===== src/core/pate_pkg.sv =====
package pate_pkg;
  // register port
  localparam int REG_AW = 5;
  localparam logic [7:0] REG_RST = 8'h00;
  // general channel local index; channel n sits at n * 8
  localparam logic [2:0] OFS_CTL = 3'h0;
  localparam logic [2:0] OFS_IO = 3'h1;
  localparam logic [2:0] OFS_HI = 3'h2;
  localparam logic [2:0] OFS_START = 3'h3;
  localparam logic [2:0] OFS_END = 3'h4;
  // converter channel
  localparam logic [4:0] OFS_ADC_BASE = 5'h10;
  localparam logic [4:0] OFS_ADC_CTL = 5'h11;
  localparam logic [4:0] OFS_ADC_STAT = 5'h12;
  localparam logic [2:0] ADC_IN_FIRST = 3'h0;
  // address forming
  localparam logic [3:0] PERIPH_NIBBLE = 4'hf;
  localparam logic [11:0] STEP_BYTE = 12'h001;
  localparam logic [11:0] STEP_WORD = 12'h002;

  typedef struct packed {
    logic en;
    logic loop;
    logic dir;
    logic irq_en;
    logic word;
    logic [2:0] trig;
  } pate_gctl_t;

  typedef struct packed {
    pate_gctl_t ctl;
    logic [7:0] io;
    logic [7:0] hi;
    logic [7:0] start;
    logic [7:0] fin;
  } pate_gregs_t;

  typedef struct packed {
    logic en;
    logic irq_en;
    logic [2:0] rsvd;
    logic [2:0] last_in;
  } pate_actl_t;

  typedef struct packed {
    logic req;
    logic re;
    logic we;
    logic [11:0] addr;
    logic [7:0] wdata;
  } pate_sbus_t;

  typedef enum logic [4:0] {
    S_IDLE = 5'b00001,
    S_ASK = 5'b00010,
    S_READ = 5'b00100,
    S_CAP = 5'b01000,
    S_WRITE = 5'b10000
  } pate_state_t;
endpackage


===== src/core/pate_arb.sv =====
`timescale 1ns/1ps
`default_nettype none
module pate_arb #(
  parameter int N = 3
) (
  // requests and grant, lowest index wins
  input wire logic [N-1:0] req,
  output logic [N-1:0] grant
);
  logic [N:0] blocked;

  assign blocked[0] = 1'b0;
  for (genvar i = 0; i < N; i++) begin : g_pri
    assign grant[i] = req[i] && !blocked[i];
    assign blocked[i+1] = blocked[i] || req[i];
  end
endmodule
`default_nettype wire


===== src/core/pate_gen_chan.sv =====
`timescale 1ns/1ps
`default_nettype none
module pate_gen_chan #(
  parameter int TRIG_N = 8
) (
  // clock, reset, freeze
  input wire logic core_clk,
  input wire logic rst,
  input wire logic ce,
  // register writes for this channel
  input wire logic reg_we,
  input wire logic [2:0] reg_idx,
  input wire logic [7:0] reg_wdata,
  // trigger sources and transfer completion
  input wire logic [TRIG_N-1:0] trig_in,
  input wire logic xfer_done,
  // state seen by the engine
  output pate_pkg::pate_gregs_t regs,
  output logic [11:0] cur_addr,
  output logic pending,
  output logic irq
);
  pate_pkg::pate_gregs_t next_regs;
  logic [11:0] next_cur_addr;
  logic next_pending;
  logic next_irq;
  logic at_end;
  logic trig_hit;

  assign at_end = cur_addr == {regs.hi[7:4], regs.fin};
  assign trig_hit = (int'(regs.ctl.trig) < TRIG_N) && trig_in[regs.ctl.trig];

  always_comb begin
    next_regs = regs;
    next_cur_addr = cur_addr;
    next_pending = pending;
    next_irq = 1'b0;
    if (xfer_done) begin
      next_pending = 1'b0;
      if (at_end) begin
        next_cur_addr = {regs.hi[3:0], regs.start};
        next_irq = regs.ctl.irq_en;
        if (!regs.ctl.loop) begin
          next_regs.ctl.en = 1'b0;
        end
      end else if (regs.ctl.word) begin
        next_cur_addr = cur_addr + pate_pkg::STEP_WORD;
      end else begin
        next_cur_addr = cur_addr + pate_pkg::STEP_BYTE;
      end
    end
    if (reg_we) begin
      case (reg_idx)
        pate_pkg::OFS_CTL: next_regs.ctl = pate_pkg::pate_gctl_t'(reg_wdata);
        pate_pkg::OFS_IO: next_regs.io = reg_wdata;
        pate_pkg::OFS_HI: begin
          next_regs.hi = reg_wdata;
          next_cur_addr = {reg_wdata[3:0], regs.start};
        end
        pate_pkg::OFS_START: begin
          next_regs.start = reg_wdata;
          next_cur_addr = {regs.hi[3:0], reg_wdata};
        end
        pate_pkg::OFS_END: next_regs.fin = reg_wdata;
        default: ;
      endcase
    end
    // a trigger in the completing cycle is kept: set beats clear
    if (next_regs.ctl.en && trig_hit) begin
      next_pending = 1'b1;
    end
    if (!next_regs.ctl.en) begin
      next_pending = 1'b0;
    end
  end

  always_ff @(posedge core_clk or posedge rst) begin
    if (rst) begin
      regs <= pate_pkg::pate_gregs_t'({5{pate_pkg::REG_RST}});
      cur_addr <= 12'h000;
      pending <= 1'b0;
      irq <= 1'b0;
    end else if (ce) begin
      regs <= next_regs;
      cur_addr <= next_cur_addr;
      pending <= next_pending;
      irq <= next_irq;
    end
  end
endmodule
`default_nettype wire


===== src/core/pate_engine.sv =====
`timescale 1ns/1ps
`default_nettype none
// How it works
// - three channels: two general movers, one converter result channel
// - general channel starts only on its selected trigger, then asks the bus
// - after acknowledge, move one byte or word, then release the bus
// - at end address, current address reloads the start address
// - at end address, interrupt request if interrupt enabled
// - at end address in single pass, channel enable clears
// - otherwise current address steps by one byte or two for words
// - peripheral address is nibble f above the peripheral low byte
// - start and end addresses take high nibbles from one register
// - control selects loop, direction, interrupt, size, trigger, enable
// - converter channel starts when a two-byte result is ready
// - after grant converter result is written, then bus released
// - after highest input, input wraps to 0 and converts again
// - on that wrap, interrupt request if enabled
// - otherwise conversion starts on the next higher input
// - converter base register gives top seven destination bits
// - loop enable keeps channel running after the end transfer
// - direction 0 register file to peripheral, 1 the reverse
module pate_engine #(
  parameter int TRIG_N = 8
) (
  // clock, reset, freeze
  input wire logic core_clk,
  input wire logic rst,
  input wire logic ce,
  // register port
  input wire logic [pate_pkg::REG_AW-1:0] reg_addr,
  input wire logic [7:0] reg_wdata,
  input wire logic reg_wr,
  input wire logic reg_rd,
  output logic [7:0] reg_rdata,
  // peripheral trigger sources
  input wire logic [TRIG_N-1:0] trig_in,
  // converter
  input wire logic adc_ready,
  input wire logic [15:0] adc_data,
  output logic adc_start,
  output logic [2:0] adc_input,
  // system bus
  input wire logic bus_ack,
  input wire logic [7:0] sys_rdata,
  output var pate_pkg::pate_sbus_t sys_bus,
  // interrupt requests: general 0, general 1, converter
  output logic [2:0] irq_req
);
  pate_pkg::pate_gregs_t g_regs [2];
  logic [11:0] g_cur [2];
  logic [1:0] g_pend;
  logic [1:0] g_irq;
  logic [2:0] grant;
  logic [2:0] done;
  logic xfer_end;

  pate_pkg::pate_state_t state, next_state;
  pate_pkg::pate_sbus_t next_sys_bus;
  logic [2:0] owner, next_owner;
  logic bidx, next_bidx;
  logic [7:0] next_reg_rdata;

  logic [6:0] adc_base, next_adc_base;
  pate_pkg::pate_actl_t adc_ctl, next_adc_ctl;
  logic adc_pend, next_adc_pend;
  logic [15:0] adc_word, next_adc_word;
  logic [2:0] next_adc_input;
  logic next_adc_start;
  logic adc_irq, next_adc_irq;

  pate_pkg::pate_gregs_t gk;
  logic [11:0] ck;
  logic [11:0] src_base, dst_base;
  logic two_bytes;

  // general channels
  for (genvar i = 0; i < 2; i++) begin : g_gen
    pate_gen_chan #(.TRIG_N(TRIG_N)) u_chan (
      .core_clk(core_clk),
      .rst(rst),
      .ce(ce),
      .reg_we(reg_wr && !reg_addr[4] && (int'(reg_addr[3]) == i)),
      .reg_idx(reg_addr[2:0]),
      .reg_wdata(reg_wdata),
      .trig_in(trig_in),
      .xfer_done(done[i]),
      .regs(g_regs[i]),
      .cur_addr(g_cur[i]),
      .pending(g_pend[i]),
      .irq(g_irq[i])
    );
  end

  pate_arb #(.N(3)) u_arb (
    .req({adc_pend, g_pend}),
    .grant(grant)
  );

  assign done = {3{xfer_end}} & owner;
  assign irq_req = {adc_irq, g_irq};

  // source and destination of the owner's transfer
  assign gk = owner[1] ? g_regs[1] : g_regs[0];
  assign ck = owner[1] ? g_cur[1] : g_cur[0];

  always_comb begin
    src_base = ck;
    dst_base = {pate_pkg::PERIPH_NIBBLE, gk.io};
    two_bytes = gk.ctl.word;
    if (owner[2]) begin
      dst_base = {adc_base, 1'b0, adc_input, 1'b0};
      two_bytes = 1'b1;
    end else if (gk.ctl.dir) begin
      src_base = {pate_pkg::PERIPH_NIBBLE, gk.io};
      dst_base = ck;
    end
  end

  // bus sequencer: one owner per grant, bus held for the whole unit
  always_comb begin
    next_state = state;
    next_sys_bus = sys_bus;
    next_owner = owner;
    next_bidx = bidx;
    xfer_end = 1'b0;
    unique case (state)
      pate_pkg::S_IDLE: begin
        if (|grant) begin
          next_owner = grant;
          next_bidx = 1'b0;
          next_sys_bus.req = 1'b1;
          next_state = pate_pkg::S_ASK;
        end
      end
      pate_pkg::S_ASK: begin
        if (bus_ack) begin
          if (owner[2]) begin
            next_sys_bus.we = 1'b1;
            next_sys_bus.addr = dst_base;
            next_sys_bus.wdata = adc_word[15:8];
            next_state = pate_pkg::S_WRITE;
          end else begin
            next_sys_bus.re = 1'b1;
            next_sys_bus.addr = src_base;
            next_state = pate_pkg::S_READ;
          end
        end
      end
      pate_pkg::S_READ: begin
        next_sys_bus.re = 1'b0;
        next_state = pate_pkg::S_CAP;
      end
      pate_pkg::S_CAP: begin
        next_sys_bus.we = 1'b1;
        next_sys_bus.addr = dst_base + {11'h000, bidx};
        next_sys_bus.wdata = sys_rdata;
        next_state = pate_pkg::S_WRITE;
      end
      pate_pkg::S_WRITE: begin
        next_sys_bus.we = 1'b0;
        if (!bidx && two_bytes) begin
          next_bidx = 1'b1;
          if (owner[2]) begin
            next_sys_bus.we = 1'b1;
            next_sys_bus.addr = dst_base + 12'h001;
            next_sys_bus.wdata = adc_word[7:0];
          end else begin
            next_sys_bus.re = 1'b1;
            next_sys_bus.addr = src_base + 12'h001;
            next_state = pate_pkg::S_READ;
          end
        end else begin
          xfer_end = 1'b1;
          next_sys_bus.req = 1'b0;
          next_state = pate_pkg::S_IDLE;
        end
      end
    endcase
  end

  // converter channel registers and input sequencing
  always_comb begin
    next_adc_base = adc_base;
    next_adc_ctl = adc_ctl;
    next_adc_pend = adc_pend;
    next_adc_word = adc_word;
    next_adc_input = adc_input;
    next_adc_start = 1'b0;
    next_adc_irq = 1'b0;
    if (reg_wr && reg_addr == pate_pkg::OFS_ADC_BASE) begin
      next_adc_base = reg_wdata[6:0];
    end
    if (reg_wr && reg_addr == pate_pkg::OFS_ADC_CTL) begin
      next_adc_ctl = pate_pkg::pate_actl_t'(reg_wdata);
      next_adc_ctl.rsvd = 3'h0;
      if (next_adc_ctl.en && !adc_ctl.en) begin
        next_adc_input = pate_pkg::ADC_IN_FIRST;
        next_adc_start = 1'b1;
      end
    end
    if (done[2]) begin
      next_adc_pend = 1'b0;
      next_adc_start = 1'b1;
      // >= so a lowered count cannot strand the sequence above it
      if (adc_input >= adc_ctl.last_in) begin
        next_adc_input = pate_pkg::ADC_IN_FIRST;
        next_adc_irq = adc_ctl.irq_en;
      end else begin
        next_adc_input = adc_input + 3'h1;
      end
    end
    if (adc_ctl.en && adc_ready) begin
      next_adc_pend = 1'b1;
      next_adc_word = adc_data;
    end
    if (!next_adc_ctl.en) begin
      next_adc_pend = 1'b0;
    end
  end

  // read data stands only in the cycle after the strobe
  always_comb begin
    next_reg_rdata = 8'h00;
    if (reg_rd && !reg_addr[4]) begin
      case (reg_addr[2:0])
        pate_pkg::OFS_CTL: next_reg_rdata = g_regs[reg_addr[3]].ctl;
        pate_pkg::OFS_IO: next_reg_rdata = g_regs[reg_addr[3]].io;
        pate_pkg::OFS_HI: next_reg_rdata = g_regs[reg_addr[3]].hi;
        pate_pkg::OFS_START: next_reg_rdata = g_cur[reg_addr[3]][7:0];
        pate_pkg::OFS_END: next_reg_rdata = g_regs[reg_addr[3]].fin;
        default: next_reg_rdata = 8'h00;
      endcase
    end else if (reg_rd) begin
      case (reg_addr)
        pate_pkg::OFS_ADC_BASE: next_reg_rdata = {1'b0, adc_base};
        pate_pkg::OFS_ADC_CTL: next_reg_rdata = adc_ctl;
        pate_pkg::OFS_ADC_STAT: next_reg_rdata =
          {!state[0], adc_pend, 3'h0, adc_input};
        default: next_reg_rdata = 8'h00;
      endcase
    end
  end

  always_ff @(posedge core_clk or posedge rst) begin
    if (rst) begin
      state <= pate_pkg::S_IDLE;
      sys_bus <= '0;
      owner <= 3'h0;
      bidx <= 1'b0;
      reg_rdata <= pate_pkg::REG_RST;
      adc_base <= 7'h00;
      adc_ctl <= pate_pkg::pate_actl_t'(pate_pkg::REG_RST);
      adc_pend <= 1'b0;
      adc_word <= 16'h0000;
      adc_input <= pate_pkg::ADC_IN_FIRST;
      adc_start <= 1'b0;
      adc_irq <= 1'b0;
    end else if (ce) begin
      state <= next_state;
      sys_bus <= next_sys_bus;
      owner <= next_owner;
      bidx <= next_bidx;
      reg_rdata <= next_reg_rdata;
      adc_base <= next_adc_base;
      adc_ctl <= next_adc_ctl;
      adc_pend <= next_adc_pend;
      adc_word <= next_adc_word;
      adc_input <= next_adc_input;
      adc_start <= next_adc_start;
      adc_irq <= next_adc_irq;
    end
  end
endmodule
`default_nettype wire


===== config.mk =====
export PLATFORM = sky130hd
export DESIGN_NAME = pate_engine
export DESIGN_NICKNAME = d
export VERILOG_FILES = /design/src/core/pate_pkg.sv /design/src/core/pate_arb.sv /design/src/core/pate_gen_chan.sv /design/src/core/pate_engine.sv
export SDC_FILE = /design/constraint.sdc
export NUM_CORES = 1
export LEC_CHECK = 0
export BUFFER_PORTS_ARGS = -buffer_cell sky130_fd_sc_hd__buf_2
export CAP_MARGIN = 20
export CORE_MARGIN = 1
export CORE_UTILIZATION = 45
export DETAILED_ROUTE_END_ITERATION = 6
export SYNTH_ARGS = -nofsm -noshare
export SYNTH_HDL_FRONTEND = slang
export SYNTH_HIERARCHICAL = 1
export SYNTH_SLANG_ARGS = --single-unit

===== constraint.sdc =====
create_clock -name core_clk -period 3.4 [get_ports core_clk]
set_input_delay 0.34 -clock core_clk [delete_from_list [all_inputs] [get_ports core_clk]]
set_output_delay 0.34 -clock core_clk [all_outputs]
set_load 0.01 [all_outputs]

Word-level counts from Yosys, hierarchy flattened
Cells that the tools add are included.
{ "totals": {"regBits": 182, "elab_cells": 232} }
{ "classes": {"add_sub_neg": 8, "n_lt_le_gt_ge": 4, "n_eq_ne": 24, "mux": 97, "n_bitwise": 3, "n_reduce_logical": 52} }
{ "ops": {"columns": ["operator", "n"], "rows": [
  ["40-bit two-way mux", 5],
  ["12-bit two-way mux", 15],
  ["8-bit two-way mux", 18],
  ["21-bit case mux with 3 select lines", 1],
  ["12-bit by 1-bit adder with 12-bit output (second input constant)", 4],
  ["12-bit case mux with 2 select lines", 2],
  ["22-bit two-way mux", 2],
  ["8-bit case mux with 5 select lines", 1],
  ["38-bit two-way mux", 1],
  ["1-bit two-way mux", 36],
  ["3-bit AND reduction", 12],
  ["5-bit two-way mux", 5],
  ["5-bit case mux with 5 select lines", 1],
  ["12-bit by 2-bit adder with 12-bit output (second input constant)", 2],
  ["12-bit == test", 2],
  ["8-bit case mux with 3 select lines", 1],
  ["4-bit AND reduction", 6],
  ["5-bit == test (second input constant)", 4],
  ["1-bit logical AND", 13],
  ["12-bit by 1-bit adder with 12-bit output", 1],
  ["3-bit two-way mux", 4],
  ["2-bit != test (second input constant)", 6],
  ["2-bit AND reduction", 6],
  ["3-bit != test (second input constant)", 3],
  ["other kinds (25)", 37]
]} }

Logic depth before layout (Yosys ltp)
{ "logic_depth": {"depth_word": 12, "depth_mapped": 14} }

By module
Netlist, hierarchy kept.
{ "modules_own_cells": {"columns": ["module", "n_inst", "cells_per_inst", "area_per_inst_um2"], "rows": [
  ["pate_gen_chan", 2, 278, 2950.3],
  ["pate_engine", 1, 629, 5466.5],
  ["pate_arb", 1, 3, 26.3]
]} }

Least setup slack after synthesis
Ideal clock, no wire load.
{ "synth_timing": {"path_type": "flip-flop to flip-flop", "start": "register owner[2]", "end": "register sys_bus[18] (netlist bit)", "setup_ps": 138, "t_arrival_ps": 2799, "required_ps": 3262, "path_slack_ps": 462, "stages_incl_launch_ff": 15, "n_path_buf": 5, "path_cell_list": "dfrtp_1 -> buf_4 -> buf_2 -> clkbuf_1 -> clkbuf_1 -> clkbuf_1 -> a211oi_1 -> ha_1 -> ha_1 -> o221ai_1 -> nor3_1 -> nand3_1 -> xor2_1 -> a22oi_1 -> a31oi_1"} }
{ "synth_via": {"elab_chain_len": 5, "elab_cells_between_ends": 14, "classes_between": "add/sub (3); eq/ne (1); mux (8); reduce/logical (2)"} }
{ "synth_rtl": {"columns": ["element", "line", "source"], "rows": [
  ["start, declared", "pate_engine.sv:59", "logic [2:0] owner, next_owner;"],
  ["start signal, assigned", "pate_engine.sv:261", "owner <= next_owner;"],
  ["12-bit two-way mux", "pate_engine.sv:110", "if (owner[2]) begin"],
  ["12-bit by 1-bit adder with 12-bit output (on tied branches)", "pate_engine.sv:169, pate_engine.sv:165", null],
  ["12-bit two-way mux", "pate_engine.sv:163", "if (owner[2]) begin"],
  ["22-bit two-way mux", "pate_engine.sv:161", "if (!bidx && two_bytes) begin"],
  ["21-bit case mux with 3 select lines", "pate_engine.sv:126", "unique case (state)"],
  ["end signal, assigned", "pate_engine.sv:260", "sys_bus <= next_sys_bus;"],
  ["end, declared", "pate_engine.sv:45", "output var pate_pkg::pate_sbus_t sys_bus,"]
]} }
Parallel ways exist; a longest one is shown, timed or not. The select of a mux whose other input is x is not followed.
A chain may end at the register's enable or synchronous reset.

Worst setup path after layout
{ "layout_timing": {"start": "register owner[1]", "end": "register sys_bus[19] (netlist bit)"} }
{ "layout_via": {"elab_chain_len": 7, "elab_cells_between_ends": 18, "classes_between": "add/sub (3); eq/ne (1); mux (12); reduce/logical (2)"} }
{ "layout_rtl": {"columns": ["element", "line", "source"], "rows": [
  ["12-bit two-way mux / 38-bit two-way mux (equally long branches)", "pate_engine.sv:104, pate_engine.sv:103", null],
  ["12-bit two-way mux", "pate_engine.sv:113", "end else if (gk.ctl.dir) begin"],
  ["12-bit two-way mux", "pate_engine.sv:110", null],
  ["12-bit by 1-bit adder with 12-bit output (on tied branches)", "pate_engine.sv:169, pate_engine.sv:165", null],
  ["12-bit two-way mux", "pate_engine.sv:163", null],
  ["22-bit two-way mux", "pate_engine.sv:161", null],
  ["21-bit case mux with 3 select lines", "pate_engine.sv:126", null]
]} }
Parallel ways exist; a longest one is shown, timed or not. The select of a mux whose other input is x is not followed.

==> results_dict.tcl <==
set metrics [dict create \
    worstPathRequired_ps 3720 \
    arrival_ps 3410 \
    timing.hold.ws_ps 118 \
    worst_path_max_delay_cell "or4_1" \
    overflow 0 \
    cts_buffers 17 \
    synth_largest_area_cell "dfrtp_1" \
    initial_core_util 0.463 \
    hp-start "adc_data[14]" \
    drc 0 \
    synth_most_common_cell "dfrtp_1" \
    n_antenna_cell 0 \
    async_flop_share 1.00 \
    cts_root_buf "clkbuf_16" \
    maxCapViolations 0 \
    status "completed" \
    rsz0062_at_grt "no" \
    avgViaCountPerCell 6.10 \
    setup_viol 0 \
    syn_area_per_cell_um2 9.59 \
    post-dp-hpwl_um 27000 \
    crit-reg2reg-launch "owner[1]" \
    clkLatencyLatePin_ps 450 \
    timing.rr.end "sys_bus[19]" \
    ys_seq_area_frac 0.400 \
    clk_path_buf_depth 2 \
    drt.antenna.violating_nets 0 \
    p_leak_uw 0.00578 \
    syn_nets 1251 \
    portBuffers 89 \
    crit_chain "buf_4 -> or4b_1 -> o21ai_2 -> o211ai_2 -> or3_1 -> or4_1 -> xor2_1 -> a221oi_2 -> o22ai_1" \
    drive_gt1_frac 0.262 \
    grt_max_degree 59 \
    first_pass_iters 5 \
    routed_wl_um 37000 \
    start_kind "flip-flop" \
    synth-seq-cells 182 \
    crit_type "flip-flop to flip-flop" \
    synth_area_leaders "dfrtp_1, mux2_2, nand2_1" \
    synth.distinct_cells 78 \
    hold_path.class "primary input to flip-flop" \
    cts_resized 0 \
    std_cell_rows 57 \
    antenna_found_initial 0 \
    nets 1355 \
    post-route-min-period_ps 3090 \
    max_slew_margin 0.270 \
    synthToLayoutAreaGrowth_pct 13.9 \
    place_congestion 0.927 \
    io_pins 90 \
    r2r_setup_slack_ps 310 \
    grt_pass1_wl_um 57700 \
    grt_pass1_vias 9635 \
    htree_levels 4 \
    fin_crit_sh 0.909 \
    tns_ps 0 \
    hold_violations 0 \
    syn_inst 1188 \
    track_usage 0.293 \
    ys_warn_count 6 \
    core_mm2 0.0246 \
    cp_max_fo 13 \
    netlist_area_mm2 0.0114 \
    cts_setup_buffers 0 \
    cts_tree "yes" \
    cts.sink_count 182 \
    power_density_mw_per_mm2 599 \
    worstMarginPinSlew_ps 1090 \
    fp.dieH_um 161 \
    p_total_uw 7760 \
    first_iter_violations 992 \
    die_w_um 161 \
    slew_viol_final 0 \
    yosysTopAreaCellShare 0.398 \
    peakVddDrop_mv 0.311 \
    min_path_cells 2 \
    hold_path_end "adc_word[14]" \
    end_kind "flip-flop" \
    fmax_mhz 324 \
    die-area_mm2 0.0260 \
    ff2ff_path_depth 9 \
    cp_slowest_stage_delay_ps 540 \
    wl_per_cell_um 22.7 \
    fin_worst_skew_ps 11.5 \
    synth_flop_cell "dfrtp_1" \
    path_clk_slew_ps 80 \
    synthTopCellsByCount "dfrtp_1, nand2_1, mux2_2" \
    synth_edf_count 0 \
    vias 9934 \
]
-- cell usage in the layout (no fill, tap or decap), types with 11 or more instances in the layout --
cell	count
nor2b_1	14
nand3b_1	14
mux2_2	113
xnor2_1	14
o21ai_0	76
buf_4	64
clkbuf_16	17
nor3_1	31
xor2_1	32
inv_1	31
dfrtp_1	181
mux2i_1	42
buf_2	89
o22ai_1	20
nor4_1	12
nand2_1	122
a22oi_1	19
nor2_1	81
nand3_1	38
ha_1	11
a21oi_1	67
-- state kept, by name (all words and copies together) (netlist names) --
signal                 cells
adc_word                  16
g_gen.u_chan/pending       2
reg_rdata                  8
g_gen.u_chan/irq           2
adc_base                   7
g_gen.u_chan/regs         80
adc_irq                    1
adc_start                  1
owner                      3
adc_ctl                    5
g_gen.u_chan/cur_addr     24
adc_input                  3
sys_bus                   23
adc_pend                   1
state                      5
bidx                       1
-- worst max-delay path by stage --
stage               startpoint          end
floorplan             owner[2]  sys_bus[18]
global placement      owner[1]  sys_bus[19]
detailed placement    owner[1]  sys_bus[19]
CTS                   owner[1]  sys_bus[19]
global route          owner[1]  sys_bus[19]
finish                owner[1]  sys_bus[19]
-- layout make-up --
type | count | area (um2)
timing repair buffer | 155 | 963
clock inverter | 15 | 161
fill | 2302 | 11600
sequential | 182 | 4560
tap | 324 | 405
inverter | 36 | 136
multi-input combinational | 900 | 6320
clock buffer | 17 | 425
-- what timing repair did --
action	4_1_cts	5_1_grt
hold buffers	0	1
endpoints found under the setup margin	0	0
hold endpoints to repair	0	10
-- critical path: cells and delay by family (launching register included) --
family	cells	cell delay, ps
flops	1	490
compound gates	4	580
simple gates	3	1490
xor+xnor	1	180
buf+inv	1	230
-- logic make-up (layout without fill, tap and decap cells) --
| family | after synthesis | in the layout | share of synthesized area |
|---|---|---|---|
| simple gates | 383 | 383 | 0.169 |
| buf+inv | 106 | 223 | 0.0455 |
| compound gates | 293 | 293 | 0.171 |
| xor+xnor | 48 | 48 | 0.0382 |
| mux | 165 | 165 | 0.165 |
| fa+ha+maj | 11 | 11 | 0.0121 |
| flops | 182 | 182 | 0.400 |
-- power breakdown --
group	switching, uW	internal (uW)	total (uW)
Combinational	1550	1180	2730
Clock	1000	983	1980
Sequential	453	2590	3050
-- routing by layer --
layer / share of wire / track usage
met4: 0.028 / 0.110
met1: 0.44 / 0.406
met2: 0.46 / 0.458
met5: 0 / 0
met3: 0.073 / 0.0485
-- per-stage QoR --
stage / instances / utilization / setup WS (ps) / area, um2
finish: 1629 / 0.527 / 309 / 13000
global route: 1629 / 0.527 / 164 / 13000
CTS: 1627 / 0.526 / 321 / 12900
detailed placement: 1595 / 0.502 / 326 / 12300
global placement: 1595 / 0.502 / 347 / 12300
floorplan: 1188 / - / 462 / 11400
No activity file was read; power rests on OpenSTA's default activity.
